===== src/hw/acd_pkg.sv =====
package acd_pkg;
    // Control word layout
    localparam int WORD_W = 16;
    localparam int STEP_LSB = 0;
    localparam int STEP_W = 3;
    localparam int TRIM_LSB = 3;
    localparam int TRIM_W = 3;
    localparam int ROUTE_LSB = 6;
    localparam int ROUTE_W = 2;
    localparam int INVERT_BIT = 8;
    localparam int SHUTDOWN_BIT = 9;
    localparam int EXT_CAP_BIT = 10;
    localparam int TARGET_BIT = 11;
    localparam int LEVEL_LSB = 12;
    localparam int LEVEL_W = 3;
    localparam int CNT_W = 5;
    localparam logic [WORD_W-1:0] WORD_RESET = 16'h0000;
    localparam logic [CNT_W-1:0] WORD_BITS = 5'h10;

    // Codes
    localparam logic [STEP_W-1:0] STEP_EXTERNAL = 3'h7;
    localparam logic [LEVEL_W-1:0] LEVEL_OFF = 3'h0;
    localparam logic [LEVEL_W-1:0] LEVEL_IDLE = 3'h6;
    localparam logic [LEVEL_W-1:0] LEVEL_BAD = 3'h7;

    typedef enum logic [1:0] {
        ACD_ROUTE_NORMAL,
        ACD_ROUTE_SHORTED,
        ACD_ROUTE_DIV_POS,
        ACD_ROUTE_DIV_NEG
    } acd_route_e;

    typedef struct packed {
        logic power_down;           // Low-power state
        logic internal_ratio_switch;
        logic filter_path_switch;
        logic source_to_negative;   // 1: source on negative input
        logic source_powered;
        logic source_connected;
        logic [4:0] source_level_onehot; // 10nA,100nA,1uA,10uA,100uA
        logic level_code_illegal;
        acd_route_e route;
        logic input_invert;
        logic [2:0] bandwidth_level; // 0..4
        logic [2:0] amplification_step;
    } acd_ctrl_s;
endpackage


===== src/hw/acd_config.sv =====
`timescale 1ns/1ps
// What this block does
// - Power-down bit one puts device in shutdown
// - Steps 0-6: filter switch follows ext-cap bit
// - Step 7 forces filter switch closed
// - Ext-cap select sits at bit ten
// - Target bit picks positive or negative input
// - Level code decodes source current, 111 banned
// - Step code bits 2:0, 7 is external
// - Route and invert fields in bits 8:6
// - Bandwidth trim field, five levels
module acd_config (
    input wire logic clock_i,                  // 10 MHz clock
    input wire logic arst_n_i,                 // Async reset, active low
    input wire logic clk_en_i,                 // Freezes state when low
    input wire logic sel_n_i,                  // Serial frame select pin, low active
    input wire logic sclk_i,                   // Serial shift clock pin
    input wire logic sdi_i,                    // Serial data pin
    output logic sdo_o,                        // Serial daisy-chain out
    output acd_pkg::acd_ctrl_s ctrl_o,         // Decoded analogue controls
    output logic [acd_pkg::WORD_W-1:0] word_o  // Applied control word
);
    import acd_pkg::*;

    logic [2:0] sel_meta_reg, sel_sync_reg;
    logic sclk_prev_reg;
    logic [WORD_W-1:0] word;
    logic load;
    acd_ctrl_s ctrl_next;

    // Pin synchronisers: first stage feeds only the second
    always_ff @(posedge clock_i or negedge arst_n_i)
    begin
        if (!arst_n_i)
        begin
            sel_meta_reg <= 3'h1;
            sel_sync_reg <= 3'h1;
            sclk_prev_reg <= 1'b0;
        end
        else if (clk_en_i)
        begin
            sel_meta_reg <= {sclk_i, sdi_i, sel_n_i};
            sel_sync_reg <= sel_meta_reg;
            sclk_prev_reg <= sel_sync_reg[2];
        end
    end

    acd_shift u_shift (
        .clock_i(clock_i),
        .arst_n_i(arst_n_i),
        .clk_en_i(clk_en_i),
        .sel_n_i(sel_sync_reg[0]),
        .sclk_rise_i(sel_sync_reg[2] & ~sclk_prev_reg),
        .sdi_i(sel_sync_reg[1]),
        .word_o(word),
        .load_o(load),
        .sdo_o(sdo_o)
    );

    // Current level to one-hot strength; off/idle/illegal give none
    function automatic logic [4:0] level_onehot(input logic [LEVEL_W-1:0] code);
        logic [4:0] r;
        r = 5'h00;
        if (code != LEVEL_OFF && code < LEVEL_IDLE)
            r = 5'h01 << (code - 3'h1);
        return r;
    endfunction

    // Bandwidth code 1xx collapses to the heaviest level
    function automatic logic [2:0] trim_level(input logic [TRIM_W-1:0] code);
        logic [2:0] r;
        r = code[TRIM_W-1] ? 3'h4 : code;
        return r;
    endfunction

    // Decode of the staged word
    always_comb
    begin
        logic [STEP_W-1:0] step;
        logic [LEVEL_W-1:0] lvl;
        step = word[STEP_LSB +: STEP_W];
        lvl = word[LEVEL_LSB +: LEVEL_W];
        ctrl_next = '0;
        ctrl_next.power_down = word[SHUTDOWN_BIT];
        ctrl_next.amplification_step = step;
        ctrl_next.internal_ratio_switch = (step != STEP_EXTERNAL);
        if (step == STEP_EXTERNAL)
            ctrl_next.filter_path_switch = 1'b1;
        else
            ctrl_next.filter_path_switch = word[EXT_CAP_BIT];
        ctrl_next.bandwidth_level = trim_level(word[TRIM_LSB +: TRIM_W]);
        ctrl_next.route = acd_route_e'(word[ROUTE_LSB +: ROUTE_W]);
        ctrl_next.input_invert = word[INVERT_BIT];
        ctrl_next.source_to_negative = word[TARGET_BIT];
        // Source level decode; illegal code kept safe, flagged
        ctrl_next.source_level_onehot = level_onehot(lvl);
        ctrl_next.source_connected = (lvl != LEVEL_OFF) && (lvl < LEVEL_IDLE);
        ctrl_next.source_powered = (lvl != LEVEL_OFF) && (lvl != LEVEL_BAD);
        ctrl_next.level_code_illegal = (lvl == LEVEL_BAD);
    end

    // ctrl_o and word_o change together on load only
    always_ff @(posedge clock_i or negedge arst_n_i)
    begin
        if (!arst_n_i)
        begin
            ctrl_o <= '0;
            word_o <= WORD_RESET;
        end
        else if (clk_en_i && load)
        begin
            ctrl_o <= ctrl_next;
            word_o <= word;
        end
    end
endmodule


===== src/hw/acd_shift.sv =====
`timescale 1ns/1ps
// Serial shift register with bit counter; loads only whole words
module acd_shift (
    input wire logic clock_i,                      // 10 MHz clock
    input wire logic arst_n_i,                     // Async reset, active low
    input wire logic clk_en_i,                     // Freezes state when low
    input wire logic sel_n_i,                      // Synced frame select, low active
    input wire logic sclk_rise_i,                  // Synced shift clock rising edge
    input wire logic sdi_i,                        // Synced data in
    output logic [acd_pkg::WORD_W-1:0] word_o,     // Last complete word
    output logic load_o,                           // One-cycle load pulse
    output logic sdo_o                             // Daisy-chain output
);
    import acd_pkg::*;

    logic [WORD_W-1:0] shift_reg;
    logic [CNT_W-1:0] count_reg;
    logic sel_d_reg;

    // Shift while selected; MSB first, old MSB goes to the chain out
    always_ff @(posedge clock_i or negedge arst_n_i)
    begin
        if (!arst_n_i)
        begin
            shift_reg <= WORD_RESET;
            count_reg <= '0;
        end
        else if (clk_en_i)
        begin
            if (sel_n_i)
                count_reg <= '0;
            else if (sclk_rise_i)
            begin
                shift_reg <= {shift_reg[WORD_W-2:0], sdi_i};
                if (count_reg != WORD_BITS)
                    count_reg <= count_reg + 5'h01;
            end
        end
    end

    // Latch on frame end, only after at least a full word was shifted
    always_ff @(posedge clock_i or negedge arst_n_i)
    begin
        if (!arst_n_i)
        begin
            sel_d_reg <= 1'b1;
            word_o <= WORD_RESET;
            load_o <= 1'b0;
            sdo_o <= 1'b0;
        end
        else if (clk_en_i)
        begin
            sel_d_reg <= sel_n_i;
            sdo_o <= shift_reg[WORD_W-1];
            load_o <= 1'b0;
            if (sel_n_i && !sel_d_reg && count_reg == WORD_BITS)
            begin
                word_o <= shift_reg;
                load_o <= 1'b1;
            end
        end
    end
endmodule

===== config.mk =====
export PLATFORM = sky130hd
export DESIGN_NAME = acd_config
export DESIGN_NICKNAME = d
export VERILOG_FILES = /design/src/hw/acd_pkg.sv /design/src/hw/acd_config.sv /design/src/hw/acd_shift.sv
export SDC_FILE = /design/constraint.sdc
export NUM_CORES = 1
export LEC_CHECK = 0
export BUFFER_PORTS_ARGS = -buffer_cell sky130_fd_sc_hd__buf_2
export CORE_MARGIN = 5
export CORE_UTILIZATION = 52
export DETAILED_ROUTE_END_ITERATION = 10
export GPL_TIMING_DRIVEN = 0
export HOLD_SLACK_MARGIN = 0.12
export PLACE_DENSITY = 0.73
export SLEW_MARGIN = 20
export SYNTH_ARGS = -nofsm -noshare
export SYNTH_HDL_FRONTEND = slang
export SYNTH_SLANG_ARGS = --single-unit

===== constraint.sdc =====
create_clock -name clock_i -period 2.4 [get_ports clock_i]
set_input_delay 0.72 -clock clock_i [delete_from_list [all_inputs] [get_ports clock_i]]
set_output_delay 0.72 -clock clock_i [all_outputs]
set_load 0.05 [all_outputs]

==> results of run 1 <==
synthesized netlist by cell type (all sizes together), types with 2 or more instances:
cell	n	area, µm²
nor3	4	31.3
nand2	13	48.8
a22o	2	17.5
buf	14	111
dfrtp	72	1800
nand3b	2	18.8
dfstp	3	78.8
nor2	2	10.0
clkbuf	6	22.5
mux2	55	619
o211ai	2	15.0
a31oi	2	12.5
inv	7	26.3
o21ai	11	55.1
nand2b	2	12.5
nand3	4	20.0
o31ai	2	15.0
a21o	3	23.8
ha	2	25.0
worst max-delay path by stage:
stage	slack (ns)	depth (start not counted)	end
final	0.46	6	u_shift.word_o[8]
after global placement	0.16	1	word_o[5]
after CTS	0.42	6	u_shift.word_o[8]
after global routing	0.31	6	u_shift.word_o[7]
after detailed placement	0.25	5	u_shift.shift_reg[8]
after floorplan	0.48	5	u_shift.shift_reg[10]
through the flow:
stage | hold WS (ns) | cell area, µm² | util | setup slack, ns | power [mW]
finish | 0.249 | 3650 | 0.625 | 0.461 | 2.75
floorplan | 0.424 | 3100 | - | 0.480 | 1.62
global route | 0.260 | 3650 | 0.625 | 0.311 | 2.88
global placement | 0.459 | 3400 | 0.581 | 0.164 | 1.69
detailed placement | 0.465 | 3430 | 0.586 | 0.248 | 1.71
CTS | 0.247 | 3650 | 0.625 | 0.419 | 2.79
layer usage:
metal,global-route usage,vias up,share of wire,routed length [µm]
li1,-,888,-,-
met1,0.207,915,0.48,2480
met2,0.223,46,0.45,2310
met3,0.0378,8,0.052,266
met4,0.0879,0,0.012,64
met5,0,-,0,0
cells by family after synthesis:
group	count (synthesis)	share of synthesized area
adders and majority gates	2	0.00808
buffers and inverters	27	0.0517
AOI/OAI and AO/OA	28	0.0610
and+or+nand+nor	35	0.0719
muxes	55	0.200
DFF	75	0.607
worst max-delay path, cell delays in order (launching register included):
cell and delay, ns:
sky130_fd_sc_hd__dfrtp_1 0.43, sky130_fd_sc_hd__inv_1 0.08, sky130_fd_sc_hd__ha_1 0.20, sky130_fd_sc_hd__nand4bb_4 0.13, sky130_fd_sc_hd__nor3_4 0.44, sky130_fd_sc_hd__buf_8 0.20, sky130_fd_sc_hd__mux2_2 0.34
placed cells by master, fill, tap and decap left out, types with 2 or more instances in the layout:
cell                         instances
sky130_fd_sc_hd__a21o_1              2
sky130_fd_sc_hd__a22o_1              2
sky130_fd_sc_hd__a31oi_1             2
sky130_fd_sc_hd__buf_2              43
sky130_fd_sc_hd__buf_4              11
sky130_fd_sc_hd__bufinv_16           2
sky130_fd_sc_hd__clkbuf_1            6
sky130_fd_sc_hd__clkbuf_8            9
sky130_fd_sc_hd__clkinvlp_4          3
sky130_fd_sc_hd__dfrtp_1            72
sky130_fd_sc_hd__dfstp_2             3
sky130_fd_sc_hd__ha_1                2
sky130_fd_sc_hd__inv_1               7
sky130_fd_sc_hd__inv_6               2
sky130_fd_sc_hd__mux2_2             55
sky130_fd_sc_hd__nand2_1            13
sky130_fd_sc_hd__nand2b_1            2
sky130_fd_sc_hd__nand3_1             4
sky130_fd_sc_hd__nor3_1              3
sky130_fd_sc_hd__o211ai_1            2
sky130_fd_sc_hd__o21ai_0            11
sky130_fd_sc_hd__o31ai_1             2
power by group through the flow:
stage	Clock, mW	Sequential, mW	Combinational (mW)
after global routing	1.16	1.44	0.285
final	1.07	1.43	0.253
after global placement	0	1.45	0.242
after detailed placement	0	1.45	0.256
after floorplan	0	1.45	0.168
after CTS	1.10	1.43	0.258
cell type report:
cell class,count,area [µm²]
Tap cell,75,93.8
Fill cell,459,2200
Clock inverter,7,100
Buffer,20,134
Timing Repair Buffer,43,240
Clock buffer,9,124
Inverter,7,26.3
Sequential cell,75,1880
Multi-Input combinational cell,120,1060
==> Flow_metrics.wiki, run 1 <==
{| class="wikitable"
! Metric !! Value
|-
| Worst-path maximum fanout || 10
|-
| Number of buffer cells added on primary ports || 42
|-
| Most instantiated flip-flop cell in the synthesis netlist || sky130_fd_sc_hd__dfrtp_1
|-
| Die W || 87.2 µm
|-
| CTS-repair resized insts || 0
|-
| Hold WC Path Type || input pin to async pin
|-
| Site row count || 28
|-
| CTS tree || yes
|-
| Logic pwr share || 0.092
|-
| Share of total power in sequential cells || 0.518
|-
| Drt initial violations || 63
|-
| Drt pass-1 iters || 4
|-
| Crit. End Element || flip-flop
|-
| Critical register-to-register path startpoint || u_shift.count_reg[0]
|-
| IR Drop Worst-Case VDD || 0.424 mV
|-
| Final Slew Violations || 0
|-
| DP Wirelength || 3.53 mm
|-
| Total negative setup slack || 0 ns
|-
| Initial antenna violation count || 0
|-
| Worst R2R End || u_shift.word_o[8]
|-
| Required time at the endpoint of the critical path || 2.63 ns
|-
| Ports || 44
|-
| Nature of the critical path startpoint || flip-flop
|-
| Setup repair after global routing missed its margin || false
|-
| Worst slew pin tran || around 0.56 ns
|-
| Final global-route overflow total || 0
|-
| FF-to-FF path depth || 6
|-
| Sinks on Clock Net || 75
|-
| Effective utilization at floorplan || 0.529
|-
| Clock slew seen by the registers of the worst setup and hold paths || roughly 0.080 ns
|-
| Number of synthesis warnings || 0
|-
| Final cycle utilization of the critical path || 0.808
|-
| Pin count of the biggest net entering global routing || 57
|-
| Number of buffers inserted during clock tree synthesis || 9
|-
| Reg-to-reg setup timing slack || 0.46 ns
|-
| Total power per unit cell area || 753 nW/µm²
|-
| Run status || finished, final reports clean
|-
| Sequential element share of the synthesized area || 0.607
|-
| Via count of the first global-routing pass || 1872
|-
| Final Hold Vio Count || 0
|-
| Synth cell types || 40
|-
| Internal power summed over all cells || 2.07 mW
|-
| Final GP Congestion || 0.788
|-
| Post-DRT Antenna Nets || 0
|-
| Class of the most critical setup path || flip-flop to flip-flop
|-
| Area growth, synth to finish || 18.0%
|-
| Clock latency reported for the late side of the worst-skew pair || 0.34 ns
|-
| Number of placed instances with taps included || 340
|-
| Global-route usage over all layers || 0.153
|-
| FFs w/ async S/R, synth || 1.00
|-
| Wire length of the first global-routing pass || 8.76 mm
|-
| F_max || 0.516 GHz
|-
| CTS HTree Levels || 3
|-
| Root Buffer || sky130_fd_sc_hd__clkbuf_8
|-
| Net load switching power || between 0.6 and 0.7 mW
|-
| Total of endpoints with negative setup slack in the final report || 0
|-
| Clock power frac || 0.390
|-
| Leakage power total || ~1.9 nW
|-
| Number of max-cap violations || 0
|-
| CP arrival || 2.17 ns
|-
| Post-synthesis register bit count || 75
|-
| Core area || 5850 µm²
|-
| Overall die area || roughly 7600 µm²
|-
| Detailed-route vias per instance || 5.22
|-
| Total Routed Length || 5.13 mm
|-
| Postcts setup bufs || 0
|-
| Hold Buf Count CTS || 0
|-
| Post-layout minimum cycle time || 1.94 ns
|-
| Wire per inst || about 14 µm
|-
| Non-filler instance count after layout || 356
|-
| Syn Nets || 230
|-
| DR vias || 1857
|-
| Floorplan die height || between 80 and 90 µm
|-
| Final antenna diode count || 0
|-
| Critical Path Start || u_shift.count_reg[0]
|-
| Number of design rule violations left after detail routing || 0
|-
| Clock buffer depth || 2
|-
| Fraction of power spent switching nets || 0.247
|-
| Max_slew headroom || 0.628
|-
| Post-synth design cell area || 3100 µm²
|-
| Final setup skew || 0.00588 ns
|-
| Count of flip-flops with a built-in enable after synthesis || 0
|-
| Fraction of final layout cells with drive strength greater than 1 || 0.488
|-
| Avg Cell Area, Syn || 13.9 µm²
|-
| Synth Instances || about 220
|-
| Layout Nets || about 280
|}
(Power assumes the default switching activity.)
==> run 2: changes to the inputs <==
==> constraint.sdc (replaced) <==
create_clock -name clock_i -period 1.97 [get_ports clock_i]
set_input_delay 0.591 -clock clock_i [delete_from_list [all_inputs] [get_ports clock_i]]
set_output_delay 0.591 -clock clock_i [all_outputs]
set_load 0.05 [all_outputs]
==> run 2 against run 1 <==
- largest power group unchanged
- critical path type unchanged
- final cell count up 0.84%
- critical endpoint is now u_shift.word_o[5]
- utilization grew 0.43 points
- clock skew is essentially flat
- largest cell class unchanged
- non-clock buffer count increased by 3
- flip-flop and latch count unchanged
- critical path depth unchanged
- clock power is 22% higher
- sequential share of layout area shrank 0.35 points
==> Flow_metrics.wiki, run 2 (synthesis results as in run 1) <==
{| class="wikitable"
! Metric !! Value
|-
| Run status || finished, final reports clean (unchanged)
|-
| Nature of the critical path startpoint || flip-flop (unchanged)
|-
| Cells traversed along the worst timing path || inv_1, ha_1, nand4bb_4, nor3_4, buf_4, mux2_2 (was inv_1, ha_1, nand4bb_4, nor3_4, buf_8, mux2_2)
|-
| Number of buffers inserted during clock tree synthesis || 9 (unchanged)
|-
| Hold WC Path Type || input pin to flip-flop (was input pin to async pin)
|-
| Number of buffer cells added on primary ports || 42 (unchanged)
|-
| Area growth, synth to finish || 18.8% (was 18.0%)
|-
| Via count of the first global-routing pass || 1889 (was 1872)
|-
| Max_slew headroom || 0.622 (was 0.628)
|-
| Number of max-cap violations || 0 (unchanged)
|-
| Total power per unit cell area || 912 nW/µm² (was 753 nW/µm²)
|-
| Number of filler cells placed in the layout || 459 (unchanged)
|-
| Wire length of the first global-routing pass || 8.78 mm (was 8.76 mm)
|-
| Wire per inst || 14.4 µm (about the same)
|-
| Combined area of the multi-input logic cells || 1060 µm² (unchanged)
|-
| Required time at the endpoint of the critical path || 2.20 ns (was 2.63 ns)
|-
| DR vias || 1856 (was 1857)
|-
| Register cell area after layout || 1880 µm² (unchanged)
|-
| Final setup skew || 0.00593 ns (was 0.00588 ns)
|-
| Worst-path maximum fanout || 6 (was 10)
|-
| IR Drop Worst-Case VDD || 0.516 mV (was 0.424 mV)
|-
| Clock slew seen by the registers of the worst setup and hold paths || 0.08 ns (about the same)
|-
| Post-DRT Antenna Nets || 0 (unchanged)
|-
| Drt initial violations || 66 (was 63)
|-
| F_max || 0.568 GHz (was 0.516 GHz)
|-
| Cell class contributing the biggest share of worst-path delay || flip-flops (was simple AND/OR/NAND/NOR gates)
|-
| Clock latency reported for the late side of the worst-skew pair || 0.34 ns (about the same)
|-
| Core area || 5850 µm² (unchanged)
|-
| Leading cell types in the layout, fill and taps excluded || sky130_fd_sc_hd__dfrtp_1 (72), sky130_fd_sc_hd__mux2_2 (55), sky130_fd_sc_hd__buf_2 (43), sky130_fd_sc_hd__nand2_1 (13), sky130_fd_sc_hd__buf_4 (13) (was sky130_fd_sc_hd__dfrtp_1 (72), sky130_fd_sc_hd__mux2_2 (55), sky130_fd_sc_hd__buf_2 (43), sky130_fd_sc_hd__nand2_1 (13))
|-
| Setup repair after global routing missed its margin || false (unchanged)
|-
| Ports || 44 (unchanged)
|-
| Post-layout minimum cycle time || 1.76 ns (was 1.94 ns)
|-
| Fraction of final layout cells with drive strength greater than 1 || 0.489 (was 0.488)
|-
| Final design instance area without fill || 3680 µm² (was 3650 µm²)
|-
| CP arrival || 2.00 ns (was 2.17 ns)
|-
| Final cycle utilization of the critical path || 0.894 (was 0.808)
|-
| Total of endpoints with negative setup slack in the final report || 0 (unchanged)
|-
| Setup slack after placement || -0.0530 ns (was 0.248 ns)
|-
| Number of design rule violations left after detail routing || 0 (unchanged)
|-
| DP Wirelength || 3.53 mm (unchanged)
|-
| Drt pass-1 iters || 4 (unchanged)
|-
| Worst slew pin tran || 0.568 ns (was 0.558 ns)
|-
| Final GP Congestion || 0.788 (unchanged)
|-
| Pin count of the biggest net entering global routing || 57 (unchanged)
|-
| Overall die area || 7600 µm² (unchanged)
|-
| Detailed-route vias per instance || 5.17 (was 5.22)
|-
| Slowest cell on the critical path || sky130_fd_sc_hd__dfrtp_1 (was sky130_fd_sc_hd__nor3_4)
|-
| Dpl cell area || 3430 µm² (unchanged)
|-
| Final antenna diode count || 0 (unchanged)
|-
| Leakage power total || 1.90 nW (was 1.89 nW)
|-
| Die W || 87.2 µm (unchanged)
|-
| Initial antenna violation count || 0 (unchanged)
|-
| Share of the core filled with cells || 0.629 (was 0.625)
|-
| Total Routed Length || 5.17 mm (was 5.13 mm)
|-
| Crit. End Element || flip-flop (unchanged)
|-
| Final Hold Vio Count || 0 (unchanged)
|-
| Final Slew Violations || 0 (unchanged)
|-
| Layout Nets || 287 (was 284)
|-
| Worst Path Buf+Inv || 2 (unchanged)
|-
| Most frequent standard cell in the layout excluding fill and tap cells || sky130_fd_sc_hd__dfrtp_1 (unchanged)
|-
| CTS HTree Levels || 3 (unchanged)
|-
| Root Buffer || sky130_fd_sc_hd__clkbuf_8 (unchanged)
|-
| Sinks on Clock Net || 75 (unchanged)
|-
| Effective utilization at floorplan || 0.529 (unchanged)
|-
| Final critical-path setup slack || 0.210 ns (was 0.461 ns)
|-
| CTS tree || yes (unchanged)
|-
| Clock buffer depth || 2 (unchanged)
|-
| Class of the most critical setup path || flip-flop to flip-flop (unchanged)
|-
| Maximum single-stage delay on the critical path || 0.43 ns (was 0.44 ns)
|-
| Floorplan die height || 87.2 µm (unchanged)
|-
| Site row count || 28 (unchanged)
|-
| Final global-route overflow total || 0 (unchanged)
|-
| Global-route usage over all layers || 0.153 (about the same)
|}
-- run 2: cell count changes in the layout (fill, tap and decap cells not counted) --
| cell | change |
|---|---|
| sky130_fd_sc_hd__buf_4 | +2 |
| sky130_fd_sc_hd__dlygate4sd3_1 | +1 |
-- run 2: area by class of cell --
type                       count  share of cell area
inverter                       7             0.00714
buffer                        20              0.0364
clock buffer                   9              0.0337
tap                           75              0.0255
timing repair buffer          46              0.0721
sequential                    75               0.511
clock inverter                 7              0.0272
multi-input combinational    120               0.287
-- run 2: worst register-to-register path: cells and delay by family, from the launching register on --
kind	cells	cell delay (ns)
and+or+nand+nor	2	0.41
DFF	1	0.43
adders and majority gates	1	0.20
buffers and inverters	2	0.28
muxes	1	0.33
-- run 2: through the flow --
| step | power (mW) | hold WS, ns | setup TNS, ns | cells |
|---|---|---|---|---|
| 3_5_place_dp | 2.08 | 0.465 | -0.884 | 340 |
| 6_report | 3.36 | 0.474 | 0 | 359 |
| 5_1_grt | 3.51 | 0.457 | 0 | 359 |
| 4_1_cts | 3.40 | 0.458 | 0 | 359 |
| 3_3_place_gp | 2.06 | 0.459 | -10.15 | 339 |
| 2_1_floorplan | 1.97 | 0.295 | 0 | 222 |
-- run 2: power breakdown --
group / total, mW / switching (mW) / leakage (nW) / internal [mW]
logic: 0.310 / 0.158 / 0.786 / 0.152
clock network: 1.31 / 0.589 / 0.102 / 0.721
registers: 1.74 / 0.0819 / 1.01 / 1.66
-- run 2: what timing repair did --
item	CTS	global route
resized for setup	0	0
endpoints found under the setup margin	7	0
hold buffers	1	0
endpoints found under the hold margin	6	0
setup buffers	2	0
-- run 2: path summary, 6_finish.rpt --
path	startpoint	to	slack, ns	depth (start not counted)
max	u_shift.count_reg[0]	u_shift.word_o[5]	0.21	6
min	sclk_i	sel_meta_reg[2]	0.47	2
max reg2reg	u_shift.count_reg[0]	u_shift.word_o[5]	0.21	6
min reg2reg	word_o[12]	word_o[12]	0.48	2
max in group asynchronous	arst_n_i	u_shift.shift_reg[12]	0.75	3
min in group asynchronous	arst_n_i	sel_sync_reg[2]	0.67	2
-- run 2: layer usage --
layer | track usage | vias to the layer above | part of all wire
met3 | 0.0378 | 11 | 0.051
met4 | 0.0879 | 0 | 0.020
li1 | - | 892 | -
met2 | 0.224 | 42 | 0.45
met1 | 0.208 | 911 | 0.48
met5 | 0 | - | 0
==> run 3: changes to the inputs <==
--- a/config.mk
+++ b/config.mk
@@ -7,11 +7,11 @@
 export LEC_CHECK = 0
 export BUFFER_PORTS_ARGS = -buffer_cell sky130_fd_sc_hd__buf_2
 export CORE_MARGIN = 5
-export CORE_UTILIZATION = 52
+export CORE_UTILIZATION = 56
 export DETAILED_ROUTE_END_ITERATION = 10
 export GPL_TIMING_DRIVEN = 0
 export HOLD_SLACK_MARGIN = 0.12
-export PLACE_DENSITY = 0.73
+export PLACE_DENSITY = 0.78
 export SLEW_MARGIN = 20
 export SYNTH_ARGS = -nofsm -noshare
 export SYNTH_HDL_FRONTEND = slang
==> run 3 against run 2 <==
- total power increased by 3.8%
- flip-flop and latch count is the same
- critical path type unchanged
- first-iteration DRC count up 24%
- largest cell class unchanged
- register-to-register slack improved by 0.02 ns
- global-route usage grew 0.97 points
- routed wire length rose by 3.0%
- maximum frequency up 1.2%
- largest power group unchanged
- setup slack improved by 0.022 ns
- utilization rose by 4.7 points
==> Flow_metrics.wiki, run 3 (synthesis results as in run 1) <==
{| class="wikitable"
! Metric !! Value
|-
| Run status || finished, final reports clean (unchanged)
|-
| Nature of the critical path startpoint || flip-flop (unchanged)
|-
| Wire length of the first global-routing pass || 9.12 mm (was 8.78 mm)
|-
| Hold Buf Count CTS || 0 (was 1)
|-
| Floorplan die height || 84.4 µm (was 87.2 µm)
|-
| Drt initial violations || 82 (was 66)
|-
| Number of buffer cells added on primary ports || 42 (unchanged)
|-
| Clock buffer depth || 2 (unchanged)
|-
| Final antenna diode count || 0 (unchanged)
|-
| Number of max-cap violations || 0 (unchanged)
|-
| Pin count of the biggest net entering global routing || 43 (was 57)
|-
| Share of the core filled with cells || 0.676 (was 0.629)
|-
| Required time at the endpoint of the critical path || 2.20 ns (about the same)
|-
| Area growth, synth to finish || 18.7% (was 18.8%)
|-
| Net load switching power || 0.801 mW (was 0.829 mW)
|-
| DR vias || 1862 (was 1856)
|-
| F_max || 0.575 GHz (was 0.568 GHz)
|-
| Global-route usage over all layers || 0.163 (was 0.153)
|-
| Effective utilization at floorplan || 0.569 (was 0.529)
|-
| Class of the most critical setup path || flip-flop to flip-flop (unchanged)
|-
| Share of total power in sequential cells || 0.499 (was 0.517)
|-
| IR Drop Worst-Case VDD || 0.775 mV (was 0.516 mV)
|-
| CTS tree || yes (unchanged)
|-
| Final Slew Violations || 0 (unchanged)
|-
| Final Hold Vio Count || 0 (unchanged)
|-
| Final cycle utilization of the critical path || 0.883 (was 0.894)
|-
| Initial antenna violation count || 0 (unchanged)
|-
| Post-layout minimum cycle time || 1.74 ns (was 1.76 ns)
|-
| Via count of the first global-routing pass || 1846 (was 1889)
|-
| Final critical-path setup slack || 0.231 ns (was 0.210 ns)
|-
| Drt pass-1 iters || 4 (unchanged)
|-
| Worst slew pin tran || 0.621 ns (was 0.568 ns)
|-
| Crit. End Element || flip-flop (unchanged)
|-
| Layout Nets || 285 (was 287)
|-
| Ports || 44 (unchanged)
|-
| Overall die area || 7120 µm² (was 7600 µm²)
|-
| Logic pwr share || 0.089 (was 0.092)
|-
| Die W || 84.4 µm (was 87.2 µm)
|-
| Root Buffer || sky130_fd_sc_hd__clkbuf_8 (unchanged)
|-
| Number of design rule violations left after detail routing || 0 (unchanged)
|-
| Leakage power total || 1.91 nW (was 1.90 nW)
|-
| Site row count || 27 (was 28)
|-
| CP arrival || 1.97 ns (was 2.00 ns)
|-
| Final global-route overflow total || 0 (unchanged)
|-
| DP Wirelength || 3.69 mm (was 3.53 mm)
|-
| Setup repair after global routing missed its margin || false (unchanged)
|-
| Hold WC Path Type || input pin to async pin (was input pin to flip-flop)
|-
| Final setup skew || 0.00722 ns (was 0.00593 ns)
|-
| Clock power frac || 0.412 (was 0.390)
|-
| Sinks on Clock Net || 75 (unchanged)
|-
| Fraction of power spent switching nets || 0.230 (was 0.247)
|-
| Setup slack after placement || -0.0367 ns (was -0.0530 ns)
|-
| Most frequent standard cell in the layout excluding fill and tap cells || sky130_fd_sc_hd__dfrtp_1 (unchanged)
|-
| Max_slew headroom || 0.586 (was 0.622)
|-
| Clock latency reported for the late side of the worst-skew pair || 0.35 ns (was 0.34 ns)
|-
| Leading cell types in the layout, fill and taps excluded || sky130_fd_sc_hd__dfrtp_1 (72), sky130_fd_sc_hd__mux2_2 (55), sky130_fd_sc_hd__buf_2 (43), sky130_fd_sc_hd__nand2_1 (13), sky130_fd_sc_hd__buf_4 (12) (was sky130_fd_sc_hd__dfrtp_1 (72), sky130_fd_sc_hd__mux2_2 (55), sky130_fd_sc_hd__buf_2 (43), sky130_fd_sc_hd__nand2_1 (13), sky130_fd_sc_hd__buf_4 (13))
|-
| Fraction of final layout cells with drive strength greater than 1 || 0.489 (about the same)
|-
| Wire per inst || 15.0 µm (was 14.4 µm)
|-
| Internal power summed over all cells || 2.68 mW (was 2.53 mW)
|-
| Total negative setup slack || 0 ns (unchanged)
|-
| Total power per unit cell area || 948 nW/µm² (was 912 nW/µm²)
|-
| Number of buffers inserted during clock tree synthesis || 9 (unchanged)
|-
| Post-DRT Antenna Nets || 0 (unchanged)
|-
| CTS HTree Levels || 3 (unchanged)
|-
| Total Routed Length || 5.32 mm (was 5.17 mm)
|-
| Detailed-route vias per instance || 5.26 (was 5.17)
|-
| Total of endpoints with negative setup slack in the final report || 0 (unchanged)
|-
| Worst-path maximum fanout || 7 (was 6)
|-
| Final GP Congestion || 0.797 (was 0.788)
|-
| Clock slew seen by the registers of the worst setup and hold paths || 0.08 ns (about the same)
|-
| Core area || 5440 µm² (was 5850 µm²)
|}
[run 3: worst paths after layout]
check | slack [ns] | cells after the start | end | startpoint
max in group asynchronous | 1.18 | 2 | u_shift.sel_d_reg | arst_n_i
worst max register to register | 0.23 | 6 | u_shift.word_o[6] | u_shift.count_reg[0]
worst min-delay path | 0.18 | 1 | sel_meta_reg[1] | arst_n_i
worst min register to register | 0.48 | 2 | ctrl_o[3] | ctrl_o[3]
worst max-delay path | 0.23 | 6 | u_shift.word_o[6] | u_shift.count_reg[0]
min in group clock_i | 0.48 | 2 | ctrl_o[3] | ctrl_o[3]
[run 3: through the flow]
step / hold slack (ns) / total power [mW] / instance area [µm²] / instances
floorplan: 0.295 / 1.97 / 3100 / 222
global placement: 0.456 / 2.05 / 3400 / 336
detailed placement: 0.465 / 2.08 / 3420 / 337
CTS: 0.182 / 3.52 / 3670 / 353
global route: 0.200 / 3.64 / 3680 / 354
finish: 0.180 / 3.48 / 3680 / 354
[run 3: cell type report]
cell class	count	area (µm²)
well taps	72	90.1
inverters	7	26.3
clock inverters	6	111
clock buffers	10	138
flip-flops and latches	75	1880
fillers	379	1760
multi-input cells	120	1060
plain buffers	20	134
repair buffers	44	240
[run 3: layer usage]
layer  vias to the layer above  part of all wire  global-route usage  routed length (µm)
li1                        892                 -                   -                   -
met1                       924              0.48               0.227                2550
met2                        38              0.46               0.236                2440
met3                         8             0.049              0.0559                 260
met4                         0             0.014              0.0647                  74
met5                         -                 0                   0                   0
[run 3: worst max-delay path: stages (launching register included)]
cell and delay [ns]:
sky130_fd_sc_hd__dfrtp_1 0.42, sky130_fd_sc_hd__inv_1 0.08, sky130_fd_sc_hd__ha_1 0.20, sky130_fd_sc_hd__nand4bb_4 0.14
sky130_fd_sc_hd__nor3_4 0.25, sky130_fd_sc_hd__buf_4 0.20, sky130_fd_sc_hd__mux2_2 0.34
[run 3: timing repair]
action | CTS | global route
endpoints found under the setup margin | 0 | 9
gates resized for setup | 0 | 0
buffers inserted | 0 | 1
[run 3: power by group through the flow]
stage | combinational, mW | sequential [mW] | clock [mW]
after floorplan | 0.204 | 1.77 | 0
after global placement | 0.294 | 1.76 | 0
after detailed placement | 0.312 | 1.77 | 0
after CTS | 0.314 | 1.74 | 1.47
after global routing | 0.341 | 1.75 | 1.54
final | 0.308 | 1.74 | 1.44
